**src/rtl/acq_config_pkg.sv**
```systemverilog
// constants, field layouts and carrier types of the acquisition config block
// assumes a single 100 MHz clock and a same-clock register access port
//
// Notes on behaviour
// - reference bit 0 is ratiometric on bias voltage, 1 is absolute 2.307V.
// - the same bit picks the threshold set used for that channel.
// - io mode masks the reference bit; readback shows the written value.
// - settle time is settle count times 6 us, zero by default.
// - settling starts every scan; auto bias drives during acquisition.
// - charge pump refreshes while settling when no other measurement runs.
// - stuck diagnostic runs after each ADC sequence (config not 010).
// - zero-scale alert unless result 0x000, full-scale alert unless 0xFFF.
// - calibration apply bit steers ADC results only, not comparator work.
// - accuracy diagnostic runs after comparator sequences (config 001 or 010).
// - unexpected accuracy result raises high or low alert per threshold.
// - rate code 00 feature driven, 01 gives 1.60 kHz, 1x gives 1.92 kHz.
// - selected rate applies only while oversample count is above zero.
// - code 00 samples as fast as the selected work allows.
// - bias mode 0x automatic, 10 always off, 11 always on.

package acq_config_pkg;

   // register offsets on the serial register port
   localparam logic [7:0] AUX_REFERENCE_CONTROL_ADDR = 8'h60;
   localparam logic [7:0] AUX_SETTLE_TIME_ADDR = 8'h61;
   localparam logic [7:0] ACQUISITION_CONFIG_ADDR = 8'h62;

   // field layout
   localparam int AUX_CHANNELS = 6;
   localparam int SETTLE_COUNT_WIDTH = 10;
   localparam int STUCK_DIAG_BIT = 15;
   localparam int CAL_APPLY_BIT = 14;
   localparam int ACCURACY_DIAG_BIT = 13;
   localparam int RATE_SELECT_MSB = 12;
   localparam int RATE_SELECT_LSB = 11;
   localparam int BIAS_MODE_MSB = 10;
   localparam int BIAS_MODE_LSB = 9;
   localparam logic [15:0] REF_CONTROL_MASK = 16'h003F;
   localparam logic [15:0] SETTLE_TIME_MASK = 16'h03FF;
   localparam logic [15:0] ACQ_CONFIG_MASK = 16'hFE00;
   localparam logic [15:0] REG_RESET = 16'h0000;
   localparam logic [15:0] UNMAPPED_READ = 16'h0000;

   // codes
   localparam logic [2:0] SCAN_COMPARATOR_ONLY = 3'h2;
   localparam logic [2:0] SCAN_ADC_AND_COMPARATOR = 3'h1;
   localparam logic [2:0] OVERSAMPLE_OFF = 3'h0;
   localparam logic [1:0] RATE_CODE_FEATURES = 2'h0;
   localparam logic [1:0] RATE_CODE_1P60 = 2'h1;
   localparam logic [1:0] BIAS_MODE_OFF = 2'h2;
   localparam logic [1:0] BIAS_MODE_ON = 2'h3;
   localparam logic [11:0] ZERO_SCALE_EXPECT = 12'h000;
   localparam logic [11:0] FULL_SCALE_EXPECT = 12'hFFF;

   // timing: one settle step in ns, clock period in ns
   localparam int SETTLE_STEP_NS = 6000;
   localparam int CLK_PERIOD_NS = 10;
   localparam int SETTLE_STEP_CYCLES = SETTLE_STEP_NS / CLK_PERIOD_NS;

   typedef enum logic [1:0]
   {
      RATE_FASTEST,
      RATE_1P60_KHZ,
      RATE_1P92_KHZ
   } rate_type;

   // one register access on the serial register port
   typedef struct packed
   {
      logic wr;
      logic rd;
      logic [7:0] addr;
      logic [15:0] wdata;
   } reg_req_type;

   // end-of-sequence diagnostic results from the analog front end
   typedef struct packed
   {
      logic stuck_valid;
      logic [11:0] zero_scale;
      logic [11:0] full_scale;
      logic accuracy_valid;
      logic accuracy_high_trip;
      logic accuracy_low_trip;
   } diag_result_type;

endpackage

```
**src/rtl/settle_timer.sv**
```systemverilog
// settling interval timer: step prescaler plus down-counter of steps
// assumes load is a one-cycle pulse from logic on the same clock
`timescale 1ns/1ps
`default_nettype none

module settle_timer
#(
   parameter int COUNT_WIDTH = 10,
   parameter int STEP_CYCLES = 600
)
(
   input wire logic clk_i,
   input wire logic resetn_i,
   input wire logic ce_i,
   input wire logic load_i,
   input wire logic [COUNT_WIDTH-1:0] count_i,
   output logic busy_o,
   output logic done_o
);

   localparam int PW = (STEP_CYCLES > 1) ? $clog2(STEP_CYCLES) : 1;
   localparam logic [PW-1:0] PRE_RELOAD = PW'(STEP_CYCLES - 1);
   localparam logic [PW-1:0] PRE_ZERO = '0;
   localparam logic [COUNT_WIDTH-1:0] STEPS_ZERO = '0;
   localparam logic [COUNT_WIDTH-1:0] STEPS_ONE = COUNT_WIDTH'(1);

   logic [PW-1:0] pre;
   logic [COUNT_WIDTH-1:0] steps;
   logic next_busy;
   logic next_done;
   logic [PW-1:0] next_pre;
   logic [COUNT_WIDTH-1:0] next_steps;

   // load, then count whole steps down to zero
   always_comb
   begin
      next_busy = busy_o;
      next_done = 1'b0;
      next_pre = pre;
      next_steps = steps;
      if (load_i)
      begin
         next_busy = 1'b1;
         next_pre = PRE_RELOAD;
         next_steps = count_i;
      end
      else if (busy_o)
      begin
         if (steps == STEPS_ZERO)
         begin
            next_busy = 1'b0;
            next_done = 1'b1;
         end
         else if (pre == PRE_ZERO)
         begin
            next_pre = PRE_RELOAD;
            next_steps = steps - STEPS_ONE;
         end
         else
         begin
            next_pre = pre - PW'(1);
         end
      end
   end

   // state registers, frozen while ce is low
   always_ff @(posedge clk_i or negedge resetn_i)
   begin
      if (!resetn_i)
      begin
         busy_o <= 1'b0;
         done_o <= 1'b0;
         pre <= '0;
         steps <= '0;
      end
      else if (ce_i)
      begin
         busy_o <= next_busy;
         done_o <= next_done;
         pre <= next_pre;
         steps <= next_steps;
      end
   end

endmodule

`default_nettype wire

```
**src/rtl/acquisition_config_control.sv**
```systemverilog
// acquisition configuration registers and their steering of the sequencer
// assumes register port and sequencer signals share CLK_I with this block
`timescale 1ns/1ps
`default_nettype none

module acquisition_config_control
#(
   parameter int STEP_CYCLES = acq_config_pkg::SETTLE_STEP_CYCLES
)
(
   input wire logic CLK_I,
   input wire logic RESETN_I,
   input wire logic CE_I,
   input wire acq_config_pkg::reg_req_type REG_REQ_I,
   output logic [15:0] REG_RDATA_O,
   output logic REG_RVALID_O,
   input wire logic SCAN_REQ_I,
   input wire logic [2:0] SCAN_SEQUENCE_CONFIG_I,
   input wire logic SEQ_END_I,
   input wire logic OTHER_MEAS_ACTIVE_I,
   input wire logic [5:0] AUX_PIN_IO_MODE_ENABLE_I,
   input wire logic [2:0] OVERSAMPLE_COUNT_I,
   input wire acq_config_pkg::diag_result_type DIAG_RESULT_I,
   output logic [5:0] AUX_ABS_REFERENCE_O,
   output logic SETTLE_DONE_O,
   output logic HIGH_VOLTAGE_CHARGE_PUMP_REFRESH_O,
   output logic THERMISTOR_BIAS_OUTPUT_ON_O,
   output logic CALIBRATION_APPLY_O,
   output var acq_config_pkg::rate_type OVERSAMPLE_RATE_O,
   output logic ADC_STUCK_DIAG_RUN_O,
   output logic COMPARATOR_ACCURACY_DIAG_RUN_O,
   output logic ADC_ZERO_SCALE_ALERT_O,
   output logic ADC_FULL_SCALE_ALERT_O,
   output logic COMPARATOR_ACCURACY_HIGH_ALERT_O,
   output logic COMPARATOR_ACCURACY_LOW_ALERT_O
);

   typedef enum logic [1:0]
   {
      ST_IDLE,
      ST_SETTLE,
      ST_CONVERT
   } seq_state_type;

   logic [15:0] aux_reference_control;
   logic [15:0] aux_settle_time;
   logic [15:0] acquisition_config;
   logic [15:0] next_ref;
   logic [15:0] next_settle;
   logic [15:0] next_acq;
   logic [15:0] next_rdata;
   logic next_rvalid;
   seq_state_type state;
   seq_state_type next_state;
   logic timer_load;
   logic timer_busy;
   logic timer_done;
   logic uses_adc;
   logic uses_comparator;
   logic [1:0] bias_mode;
   logic [1:0] rate_code;
   logic next_settle_done;
   logic next_refresh;
   logic next_bias_on;
   logic next_stuck_run;
   logic next_acc_run;
   logic next_zs_alert;
   logic next_fs_alert;
   logic next_high_alert;
   logic next_low_alert;
   logic [5:0] next_abs_ref;
   acq_config_pkg::rate_type next_rate;

   // software writes, masked to the implemented fields
   always_comb
   begin
      next_ref = aux_reference_control;
      next_settle = aux_settle_time;
      next_acq = acquisition_config;
      if (REG_REQ_I.wr)
      begin
         case (REG_REQ_I.addr)
            acq_config_pkg::AUX_REFERENCE_CONTROL_ADDR:
               next_ref = REG_REQ_I.wdata & acq_config_pkg::REF_CONTROL_MASK;
            acq_config_pkg::AUX_SETTLE_TIME_ADDR:
               next_settle = REG_REQ_I.wdata &
                             acq_config_pkg::SETTLE_TIME_MASK;
            acq_config_pkg::ACQUISITION_CONFIG_ADDR:
               next_acq = REG_REQ_I.wdata & acq_config_pkg::ACQ_CONFIG_MASK;
            default:
               next_ref = aux_reference_control;
         endcase
      end
   end

   // reads return stored values even where io mode masks them
   always_comb
   begin
      next_rvalid = REG_REQ_I.rd;
      next_rdata = REG_RDATA_O;
      if (REG_REQ_I.rd)
      begin
         case (REG_REQ_I.addr)
            acq_config_pkg::AUX_REFERENCE_CONTROL_ADDR:
               next_rdata = aux_reference_control;
            acq_config_pkg::AUX_SETTLE_TIME_ADDR:
               next_rdata = aux_settle_time;
            acq_config_pkg::ACQUISITION_CONFIG_ADDR:
               next_rdata = acquisition_config;
            default:
               next_rdata = acq_config_pkg::UNMAPPED_READ;
         endcase
      end
   end

   // register file and read port
   always_ff @(posedge CLK_I or negedge RESETN_I)
   begin
      if (!RESETN_I)
      begin
         aux_reference_control <= acq_config_pkg::REG_RESET;
         aux_settle_time <= acq_config_pkg::REG_RESET;
         acquisition_config <= acq_config_pkg::REG_RESET;
         REG_RDATA_O <= acq_config_pkg::REG_RESET;
         REG_RVALID_O <= 1'b0;
      end
      else if (CE_I)
      begin
         aux_reference_control <= next_ref;
         aux_settle_time <= next_settle;
         acquisition_config <= next_acq;
         REG_RDATA_O <= next_rdata;
         REG_RVALID_O <= next_rvalid;
      end
   end

   // field decode and scan classification
   assign bias_mode = acquisition_config[acq_config_pkg::BIAS_MODE_MSB:
                                         acq_config_pkg::BIAS_MODE_LSB];
   assign rate_code = acquisition_config[acq_config_pkg::RATE_SELECT_MSB:
                                         acq_config_pkg::RATE_SELECT_LSB];
   assign uses_adc = SCAN_SEQUENCE_CONFIG_I !=
                     acq_config_pkg::SCAN_COMPARATOR_ONLY;
   assign uses_comparator =
      (SCAN_SEQUENCE_CONFIG_I == acq_config_pkg::SCAN_ADC_AND_COMPARATOR) ||
      (SCAN_SEQUENCE_CONFIG_I == acq_config_pkg::SCAN_COMPARATOR_ONLY);
   assign timer_load = (state == ST_IDLE) && SCAN_REQ_I;

   // settling interval counter
   settle_timer
   #(
      .COUNT_WIDTH(acq_config_pkg::SETTLE_COUNT_WIDTH),
      .STEP_CYCLES(STEP_CYCLES)
   )
   u_settle_timer
   (
      .clk_i(CLK_I),
      .resetn_i(RESETN_I),
      .ce_i(CE_I),
      .load_i(timer_load),
      .count_i(aux_settle_time[acq_config_pkg::SETTLE_COUNT_WIDTH-1:0]),
      .busy_o(timer_busy),
      .done_o(timer_done)
   );

   // scan sequence steps and the outputs they steer
   always_comb
   begin
      next_state = state;
      next_settle_done = 1'b0;
      next_stuck_run = 1'b0;
      next_acc_run = 1'b0;
      case (state)
         ST_IDLE:
            if (SCAN_REQ_I)
            begin
               next_state = ST_SETTLE;
            end
         ST_SETTLE:
            if (timer_done)
            begin
               next_state = ST_CONVERT;
               next_settle_done = 1'b1;
            end
         ST_CONVERT:
            if (SEQ_END_I)
            begin
               next_state = ST_IDLE;
               next_stuck_run =
                  acquisition_config[acq_config_pkg::STUCK_DIAG_BIT] &&
                  uses_adc;
               next_acc_run =
                  acquisition_config[acq_config_pkg::ACCURACY_DIAG_BIT] &&
                  uses_comparator;
            end
         default:
            next_state = ST_IDLE;
      endcase
      // refresh while settling with the measurement path idle
      next_refresh = (state == ST_SETTLE) && timer_busy &&
                     !OTHER_MEAS_ACTIVE_I;
      // bias switch: manual modes win, auto follows acquisition
      if (bias_mode == acq_config_pkg::BIAS_MODE_OFF)
         next_bias_on = 1'b0;
      else if (bias_mode == acq_config_pkg::BIAS_MODE_ON)
         next_bias_on = 1'b1;
      else
         next_bias_on = (next_state != ST_IDLE);
      // io mode channels fall back to ratiometric; bit n is channel n
      next_abs_ref = aux_reference_control[acq_config_pkg::AUX_CHANNELS-1:0] &
                     ~AUX_PIN_IO_MODE_ENABLE_I;
      // rate selection only matters when oversampling
      if (OVERSAMPLE_COUNT_I == acq_config_pkg::OVERSAMPLE_OFF)
         next_rate = acq_config_pkg::RATE_FASTEST;
      else if (rate_code == acq_config_pkg::RATE_CODE_FEATURES)
         next_rate = acq_config_pkg::RATE_FASTEST;
      else if (rate_code == acq_config_pkg::RATE_CODE_1P60)
         next_rate = acq_config_pkg::RATE_1P60_KHZ;
      else
         next_rate = acq_config_pkg::RATE_1P92_KHZ;
      // diagnostic result checks
      next_zs_alert = DIAG_RESULT_I.stuck_valid &&
         (DIAG_RESULT_I.zero_scale != acq_config_pkg::ZERO_SCALE_EXPECT);
      next_fs_alert = DIAG_RESULT_I.stuck_valid &&
         (DIAG_RESULT_I.full_scale != acq_config_pkg::FULL_SCALE_EXPECT);
      next_high_alert = DIAG_RESULT_I.accuracy_valid &&
                        DIAG_RESULT_I.accuracy_high_trip;
      next_low_alert = DIAG_RESULT_I.accuracy_valid &&
                       DIAG_RESULT_I.accuracy_low_trip;
   end

   // sequencer state and registered outputs
   always_ff @(posedge CLK_I or negedge RESETN_I)
   begin
      if (!RESETN_I)
      begin
         state <= ST_IDLE;
         SETTLE_DONE_O <= 1'b0;
         HIGH_VOLTAGE_CHARGE_PUMP_REFRESH_O <= 1'b0;
         THERMISTOR_BIAS_OUTPUT_ON_O <= 1'b0;
         AUX_ABS_REFERENCE_O <= '0;
         CALIBRATION_APPLY_O <= 1'b0;
         OVERSAMPLE_RATE_O <= acq_config_pkg::RATE_FASTEST;
         ADC_STUCK_DIAG_RUN_O <= 1'b0;
         COMPARATOR_ACCURACY_DIAG_RUN_O <= 1'b0;
         ADC_ZERO_SCALE_ALERT_O <= 1'b0;
         ADC_FULL_SCALE_ALERT_O <= 1'b0;
         COMPARATOR_ACCURACY_HIGH_ALERT_O <= 1'b0;
         COMPARATOR_ACCURACY_LOW_ALERT_O <= 1'b0;
      end
      else if (CE_I)
      begin
         state <= next_state;
         SETTLE_DONE_O <= next_settle_done;
         HIGH_VOLTAGE_CHARGE_PUMP_REFRESH_O <= next_refresh;
         THERMISTOR_BIAS_OUTPUT_ON_O <= next_bias_on;
         AUX_ABS_REFERENCE_O <= next_abs_ref;
         CALIBRATION_APPLY_O <=
            acquisition_config[acq_config_pkg::CAL_APPLY_BIT];
         OVERSAMPLE_RATE_O <= next_rate;
         ADC_STUCK_DIAG_RUN_O <= next_stuck_run;
         COMPARATOR_ACCURACY_DIAG_RUN_O <= next_acc_run;
         ADC_ZERO_SCALE_ALERT_O <= next_zs_alert;
         ADC_FULL_SCALE_ALERT_O <= next_fs_alert;
         COMPARATOR_ACCURACY_HIGH_ALERT_O <= next_high_alert;
         COMPARATOR_ACCURACY_LOW_ALERT_O <= next_low_alert;
      end
   end
endmodule

`default_nettype wire

```
**config.mk**
```make
export PLATFORM = sky130hd
export DESIGN_NAME = acquisition_config_control
export DESIGN_NICKNAME = d
export VERILOG_FILES = /design/src/rtl/acq_config_pkg.sv /design/src/rtl/settle_timer.sv /design/src/rtl/acquisition_config_control.sv
export SDC_FILE = /design/constraint.sdc
export NUM_CORES = 1
export LEC_CHECK = 0
export BUFFER_PORTS_ARGS = -buffer_cell sky130_fd_sc_hd__buf_4
export CAP_MARGIN = 20
export CORE_UTILIZATION = 53
export CTS_CLUSTER_DIAMETER = 150
export DETAILED_ROUTE_END_ITERATION = 16
export GPL_TIMING_DRIVEN = 0
export PLACE_DENSITY_LB_ADDON = 0.08
export SKIP_CTS_REPAIR_TIMING = 1
export SLEW_MARGIN = 40
export SYNTH_ARGS = -nofsm -noshare
export SYNTH_HDL_FRONTEND = slang
export SYNTH_SLANG_ARGS = --single-unit
```
**constraint.sdc**
```tcl
create_clock -name CLK_I -period 2.92 [get_ports CLK_I]
set_input_delay 0.584 -clock CLK_I [delete_from_list [all_inputs] [get_ports CLK_I]]
set_output_delay 0.584 -clock CLK_I [all_outputs]
set_load 0.02 [all_outputs]
```
==> results of run 1 <==
==> worst paths after layout <==
kind,from,end
worst max-delay path,u_settle_timer.pre[0]$_DFFE_PN0P_,u_settle_timer.steps[1]$_DFFE_PN0P_
worst min-delay path,RESETN_I,ADC_ZERO_SCALE_ALERT_O$_DFFE_PN0P_
worst max register to register,u_settle_timer.pre[0]$_DFFE_PN0P_,u_settle_timer.steps[1]$_DFFE_PN0P_
worst min register to register,u_settle_timer.steps[8]$_DFFE_PN0P_,u_settle_timer.steps[8]$_DFFE_PN0P_
max in group asynchronous,RESETN_I,u_settle_timer.steps[5]$_DFFE_PN0P_
min in group CLK_I,REG_REQ_I[7],aux_settle_time[7]$_DFFE_PN0P_
==> report_power, final <==
group | switching, W | internal (W)
registers | 0.000155 | 0.00127
clock network | 0.000410 | 0.000389
logic | 0.000446 | 0.000345
total | 0.00101 | 0.00200
==> layer usage <==
metal  vias to the layer above  routed length (um)  track usage
li1                       1609                   -            -
met1                      1669                4490        0.384
met2                        85                4840        0.437
met3                         8                 516       0.0709
met4                         0                  95       0.0762
met5                         -                   0            0
==> state kept, by name, indices dropped and copies added, names as in the netlist, 2 cells and up <==
signal and flops:
REG_RDATA_O 16, aux_settle_time 10, u_settle_timer.pre 10, u_settle_timer.steps 10
acquisition_config 7, AUX_ABS_REFERENCE_O 6, aux_reference_control 6, OVERSAMPLE_RATE_O 2
state 2
==> per-stage QoR <==
step	hold slack [ps]	total power, W	utilization	setup WS (ps)
2_1_floorplan	288	0.00194	-	813
3_3_place_gp	470	0.00219	0.670	374
3_5_place_dp	477	0.00222	0.672	306
4_1_cts	298	0.00302	0.697	399
5_1_grt	328	0.00318	0.697	212
6_report	234	0.00301	0.697	391
==> synthesized netlist by cell type, types with 2 or more instances <==
| cell type | n |
|---|---|
| dfrtp_1 | 82 |
| o21ai_0 | 35 |
| mux2_2 | 25 |
| nand2_1 | 25 |
| inv_1 | 22 |
| clkbuf_1 | 16 |
| nor2_1 | 15 |
| nor3_1 | 13 |
| a21oi_1 | 9 |
| a22o_1 | 9 |
| nand3_1 | 9 |
| mux2i_1 | 8 |
| nand3b_1 | 8 |
| nand4_1 | 8 |
| nor4_1 | 7 |
| buf_2 | 5 |
| o2bb2ai_1 | 5 |
| nor2b_1 | 4 |
| o31ai_1 | 4 |
| o41ai_1 | 4 |
| or4_1 | 4 |
| a22oi_1 | 3 |
| o2111ai_1 | 3 |
| o221ai_1 | 3 |
| o311ai_0 | 3 |
| a2111o_1 | 2 |
| and3b_1 | 2 |
| ha_1 | 2 |
| nor3b_2 | 2 |
| nor4b_1 | 2 |
| o22a_1 | 2 |
| o22ai_1 | 2 |
| or3_1 | 2 |
==> final cells by class <==
class                           count  share of cell area
Tap cell                           99              0.0245
Timing Repair Buffer              104               0.155
Clock buffer                       10              0.0252
Buffer                             22              0.0176
Sequential cell                    82               0.406
Multi-Input combinational cell    242               0.344
Clock inverter                      5              0.0111
Inverter                           22              0.0163
==> critical path, cell delays in order (launching register included) <==
cell and delay, ps:
dfrtp_1 420, inv_1 70, ha_1 180, nor3b_2 390, a31oi_2 330, nor3_1 610
mux2_2 400
==> cells by family after synthesis <==
kind of cell,after synthesis,share of synthesized area
compound gates,97,0.180
flops,82,0.519
buf+inv,44,0.0433
mux,33,0.0914
fa+ha+maj,2,0.00632
xor+xnor,1,0.00221
simple gates,109,0.158
==> impl_metrics.env, run 1 <==
export IMPL_final_common_cell="buf_4"
export IMPL_slew_viol_final=0
export IMPL_rsz0062_at_grt="no"
export IMPL_rows=31
export IMPL_drt_wirelength_per_cell_um=17.0
export IMPL_vias_per_cell=5.75
export IMPL_mostFrequentLayoutCells="103 x buf_4, 82 x dfrtp_1, 35 x o21ai_0, 25 x nand2_1, 25 x mux2_2"
export IMPL_cts_root_buffer="clkbuf_8"
export IMPL_syn_area_per_cell_um2=10.8
export IMPL_io_pins=107
export IMPL_die_w_um=88.4
export IMPL_placed_cell_area_um2=4870
export IMPL_async_flop_share=1.00
export IMPL_cts_tree="yes"
export IMPL_worst_pin_slew_ps=756
export IMPL_firstDrtPassIters=4
export IMPL_crit_fanout=9
export IMPL_reg2regPathDepth=6
export IMPL_min_path_type="in2async"
export IMPL_start_kind="flop"
export IMPL_numCtsBuffers=9
export IMPL_gp_congestion=0.818
export IMPL_drt_iter0_drc=257
export IMPL_io_buffers=104
export IMPL_regArea_um2=2050
export IMPL_synth_flop_cell="dfrtp_1"
export IMPL_synth_seq_cells=82
export IMPL_drc=0
export IMPL_dieHeight_um=88.4
export IMPL_powerDensity_nw_per_um2=596
export IMPL_post_synth_num_cell_types=56
export IMPL_drive_gt1_frac=0.329
export IMPL_ys_warn_count=0
export IMPL_reg2reg_slack_ps=390
export IMPL_die_area_um2=7810
export IMPL_clk_pin_slew_ps=80
export IMPL_totalWireLength_um=9950
export IMPL_stdcell_count=586
export IMPL_grt_max_degree=83
export IMPL_required_ps=3160
export IMPL_clk_latency_ps=350
export IMPL_yosysSeqAreaShare=0.519
export IMPL_start_util=0.545
export IMPL_track_usage=0.278
export IMPL_ir_worst_vdd_mv=0.362
export IMPL_finalClockSkew_ps=6.16
export IMPL_setup_tns_ps=0
export IMPL_arrival_ps=2760
export IMPL_layout_nets=557
export IMPL_synth_edf_count=0
export IMPL_grt_pass1_vias=3284
export IMPL_status="finished, final reports clean"
export IMPL_multi_input_area_um2=1740
export IMPL_cap_viol_max_count=0
export IMPL_final_fill_count=601
export IMPL_dp_cells=571
export IMPL_period_minus_slack_ps=2530
export IMPL_syn_num_nets=442
export IMPL_area_growth_pct=27.8
export IMPL_antenna_left=0
export IMPL_synthCells=368
export IMPL_design_core_area_um2=7250
export IMPL_maxSlewHeadroom=0.496
export IMPL_period_share=0.866
export IMPL_grt_ovfl_total=0
export IMPL_antenna_found_initial=0
export IMPL_cp_end_kind="flop"
export IMPL_clock_path_buffers=2
export IMPL_yosysTopAreaCell="dfrtp_1"
export IMPL_fmax_mhz=395
export IMPL_n_antenna_cell=0
export IMPL_syn_area_um2=3960
export IMPL_crit_type="reg2reg"
export IMPL_hold_violations=0
export IMPL_post_dp_hpwl_um=7110
export IMPL_via_count=3371
export IMPL_cts_num_sinks=82
export IMPL_synth_top_cell_area_share=0.519
export IMPL_yosys_top_cells_area="dfrtp_1 52%, mux2_2 7.1%, o21ai_0 4.4%, nand2_1 2.4%, inv_1 2.1%"
export IMPL_p_leak_nw=2.32
export IMPL_htreeDepth=3
export IMPL_setup_viol=0
export IMPL_design_area_um2=5050
export IMPL_grt_pass1_wl_um=16300
No activity file was read; power rests on OpenSTA's default activity.
==> run 2, diff against run 1 <==
ABC_AREA = 1   (was not set)
CORE_MARGIN = 5   (was not set)
==> run 2 against run 1 <==
Cell count increased by 25%. Clock power increased by 22%. Non-clock buffer count decreased by 6. Combinational power increased by 30%. Die area increased by 23%. Sequential share of layout area decreased by 1.5 points. Clock skew increased by 5.5 ps. Critical path type unchanged. Critical endpoint is now u_settle_timer.pre[9]$_DFFE_PN0P_. Highest routed layer unchanged.
==> impl_metrics.env, run 2 <==
export IMPL_status="finished, final reports clean"
export IMPL_totalWireLength_um=10700
export IMPL_period_minus_slack_ps=1780
export IMPL_design_area_um2=5250
export IMPL_syn_num_nets=585
export IMPL_ys_warn_count=0
export IMPL_rsz0062_at_grt="no"
export IMPL_cts_root_buffer="clkbuf_8"
export IMPL_fin_ws_ps=1140
export IMPL_netlist_top_cells_count="164 x nand2_1, 82 x dfrtp_1, 53 x o21ai_0"
export IMPL_dieHeight_um=97.9
export IMPL_holdWs_ps=251
export IMPL_syn_area_per_cell_um2=8.01
export IMPL_period_share=0.609
export IMPL_cap_viol_max_count=0
export IMPL_slew_viol_final=0
export IMPL_worst_path_buf_inv=2
export IMPL_cts_tree="yes"
export IMPL_synth_edf_count=0
export IMPL_synth_top_cell_area_share=0.501
export IMPL_cp_top_family="simple AND/OR/NAND/NOR gates"
export IMPL_crit_fanout=10
export IMPL_worst_pin_slew_ps=648
export IMPL_crit_type="reg2reg"
export IMPL_r2r_start="u_settle_timer.steps[0]$_DFFE_PN0P_"
export IMPL_clock_path_buffers=2
export IMPL_maxSlewHeadroom=0.568
export IMPL_crit_chain="inv_1 > ha_1 > nand2_1 > nor2_1 > nand3_2 > nand2_4 > nand2_8 > nand2_8 > buf_12 > nand3_1"
export IMPL_placed_cell_area_um2=5010
export IMPL_slowest_delay_ps=420
export IMPL_clk_pin_slew_ps=80
export IMPL_fmax_mhz=562
export IMPL_startpoint="u_settle_timer.steps[0]$_DFFE_PN0P_"
export IMPL_post_synth_num_cell_types=35
export IMPL_drc=0
export IMPL_vias_per_cell=5.18
export IMPL_p_leak_nw=2.79
export IMPL_drt_wirelength_per_cell_um=14.6
export IMPL_synth_seq_cells=82
export IMPL_rows=32
export IMPL_yosysTopAreaCell="dfrtp_1"
export IMPL_via_count=3805
export IMPL_antenna_left=0
export IMPL_cts_num_sinks=82
export IMPL_yosysSeqAreaShare=0.501
export IMPL_die_area_um2=9580
export IMPL_drive_gt1_frac=0.245
export IMPL_largest_register_ff_count=16
export IMPL_gp_congestion=0.886
export IMPL_yosysMostFrequentCell="nand2_1"
export IMPL_htreeDepth=3
export IMPL_setup_tns_ps=0
export IMPL_die_w_um=97.9
export IMPL_dpl_worst_slack_ps=1020
export IMPL_yosys_top_cells_area="dfrtp_1 50%, nand2_1 15%, o21ai_0 6.5%, nand3_1 4.4%, inv_1 4.4%"
export IMPL_area_growth_pct=28.2
export IMPL_clk_latency_ps=350
export IMPL_drt_iter0_drc=181
export IMPL_async_flop_share=1.00
export IMPL_final_common_cell="nand2_1"
export IMPL_crit_top_cell="nand2_8"
export IMPL_cp_end_kind="flop"
export IMPL_post_dp_hpwl_um=8030
export IMPL_crit_slowest_cell="dfrtp_1"
export IMPL_ir_worst_vdd_mv=0.263
export IMPL_syn_area_um2=4090
export IMPL_grt_pass1_wl_um=18000
export IMPL_firstDrtPassIters=4
export IMPL_synthCells=511
export IMPL_powerDensity_nw_per_um2=656
export IMPL_grt_max_degree=83
export IMPL_start_kind="flop"
export IMPL_n_antenna_cell=0
export IMPL_setup_viol=0
export IMPL_arrival_ps=2000
export IMPL_grt_pass1_vias=3871
export IMPL_antenna_found_initial=0
export IMPL_mostFrequentLayoutCells="164 x nand2_1, 106 x buf_4, 82 x dfrtp_1, 53 x o21ai_0, 48 x inv_1"
export IMPL_finalClockSkew_ps=11.7
export IMPL_synth_flop_cell="dfrtp_1"
export IMPL_regMostFlops="REG_RDATA_O"
export IMPL_layout_nets=701
export IMPL_track_usage=0.231
export IMPL_numCtsBuffers=9
export IMPL_io_buffers=105
export IMPL_hold_violations=0
export IMPL_grt_ovfl_total=0
export IMPL_min_path_type="in2async"
export IMPL_io_pins=107
export IMPL_required_ps=3140
export IMPL_design_core_area_um2=7610
export IMPL_start_util=0.538
==> run 2: changes by cell type after synthesis, sizes merged, moves of 20 or more <==
cell	delta
inv	+30
mux2	-25
nand2	+149
nand3	+30
nor2	+35
o21ai	+20
==> run 2: where the power goes <==
part / internal (W) / leakage [nW] / switching [W] / total, W
Combinational: 0.000390 / 1.69 / 0.000635 / 0.00103
Sequential: 0.00130 / 0.988 / 0.000148 / 0.00144
Clock: 0.000568 / 0.114 / 0.000407 / 0.000974
==> run 2: cell families (layout without fill, tap and decap cells) <==
kind of cell / count (synthesis) / count (layout) / synth area share
AND/OR/NAND/NOR: 280 / 280 / 0.309
flip-flops: 82 / 82 / 0.501
AO/OA/AOI/OAI: 78 / 78 / 0.109
buffers and inverters: 68 / 189 / 0.0721
XOR/XNOR: 1 / 1 / 0.00214
adder cells (fa/ha/maj): 2 / 2 / 0.00611
==> run 2: path summary, 6_finish.rpt <==
check,cells after the start,slack [ps],end
min in group CLK_I,2,410,AUX_ABS_REFERENCE_O[0]$_DFFE_PN0P_
max in group asynchronous,1,2200,OVERSAMPLE_RATE_O[0]$_DFFE_PN0P_
min,1,250,u_settle_timer.pre[4]$_DFFE_PN0P_
max,10,1140,u_settle_timer.pre[9]$_DFFE_PN0P_
min reg2reg,2,480,REG_RDATA_O[2]$_DFFE_PN0P_
max reg2reg,10,1140,u_settle_timer.pre[9]$_DFFE_PN0P_
==> run 2: per-layer routing <==
| metal | wire length [um] | vias to the layer above | part of all wire | track usage |
|---|---|---|---|---|
| met4 | 78 | 0 | 0.0073 | 0.0745 |
| met3 | 723 | 7 | 0.067 | 0.0557 |
| li1 | - | 1877 | - | - |
| met5 | 0 | - | 0 | 0 |
| met1 | 4620 | 1805 | 0.43 | 0.294 |
| met2 | 5290 | 116 | 0.49 | 0.389 |
==> run 2: area by class of cell <==
class,count,area (um2)
clock buffer,11,131
multi-input combinational,361,1750
fill,652,2360
sequential,82,2050
inverter,53,200
timing repair buffer,105,795
clock inverter,5,103
buffer,15,95.1
tap,102,128
==> run 2: per-stage QoR <==
stage	power [W]	utilization	std cells
2_1_floorplan	0.00217	-	511
3_3_place_gp	0.00246	0.658	718
3_5_place_dp	0.00249	0.659	718
4_1_cts	0.00346	0.690	734
5_1_grt	0.00370	0.690	734
6_report	0.00344	0.690	734
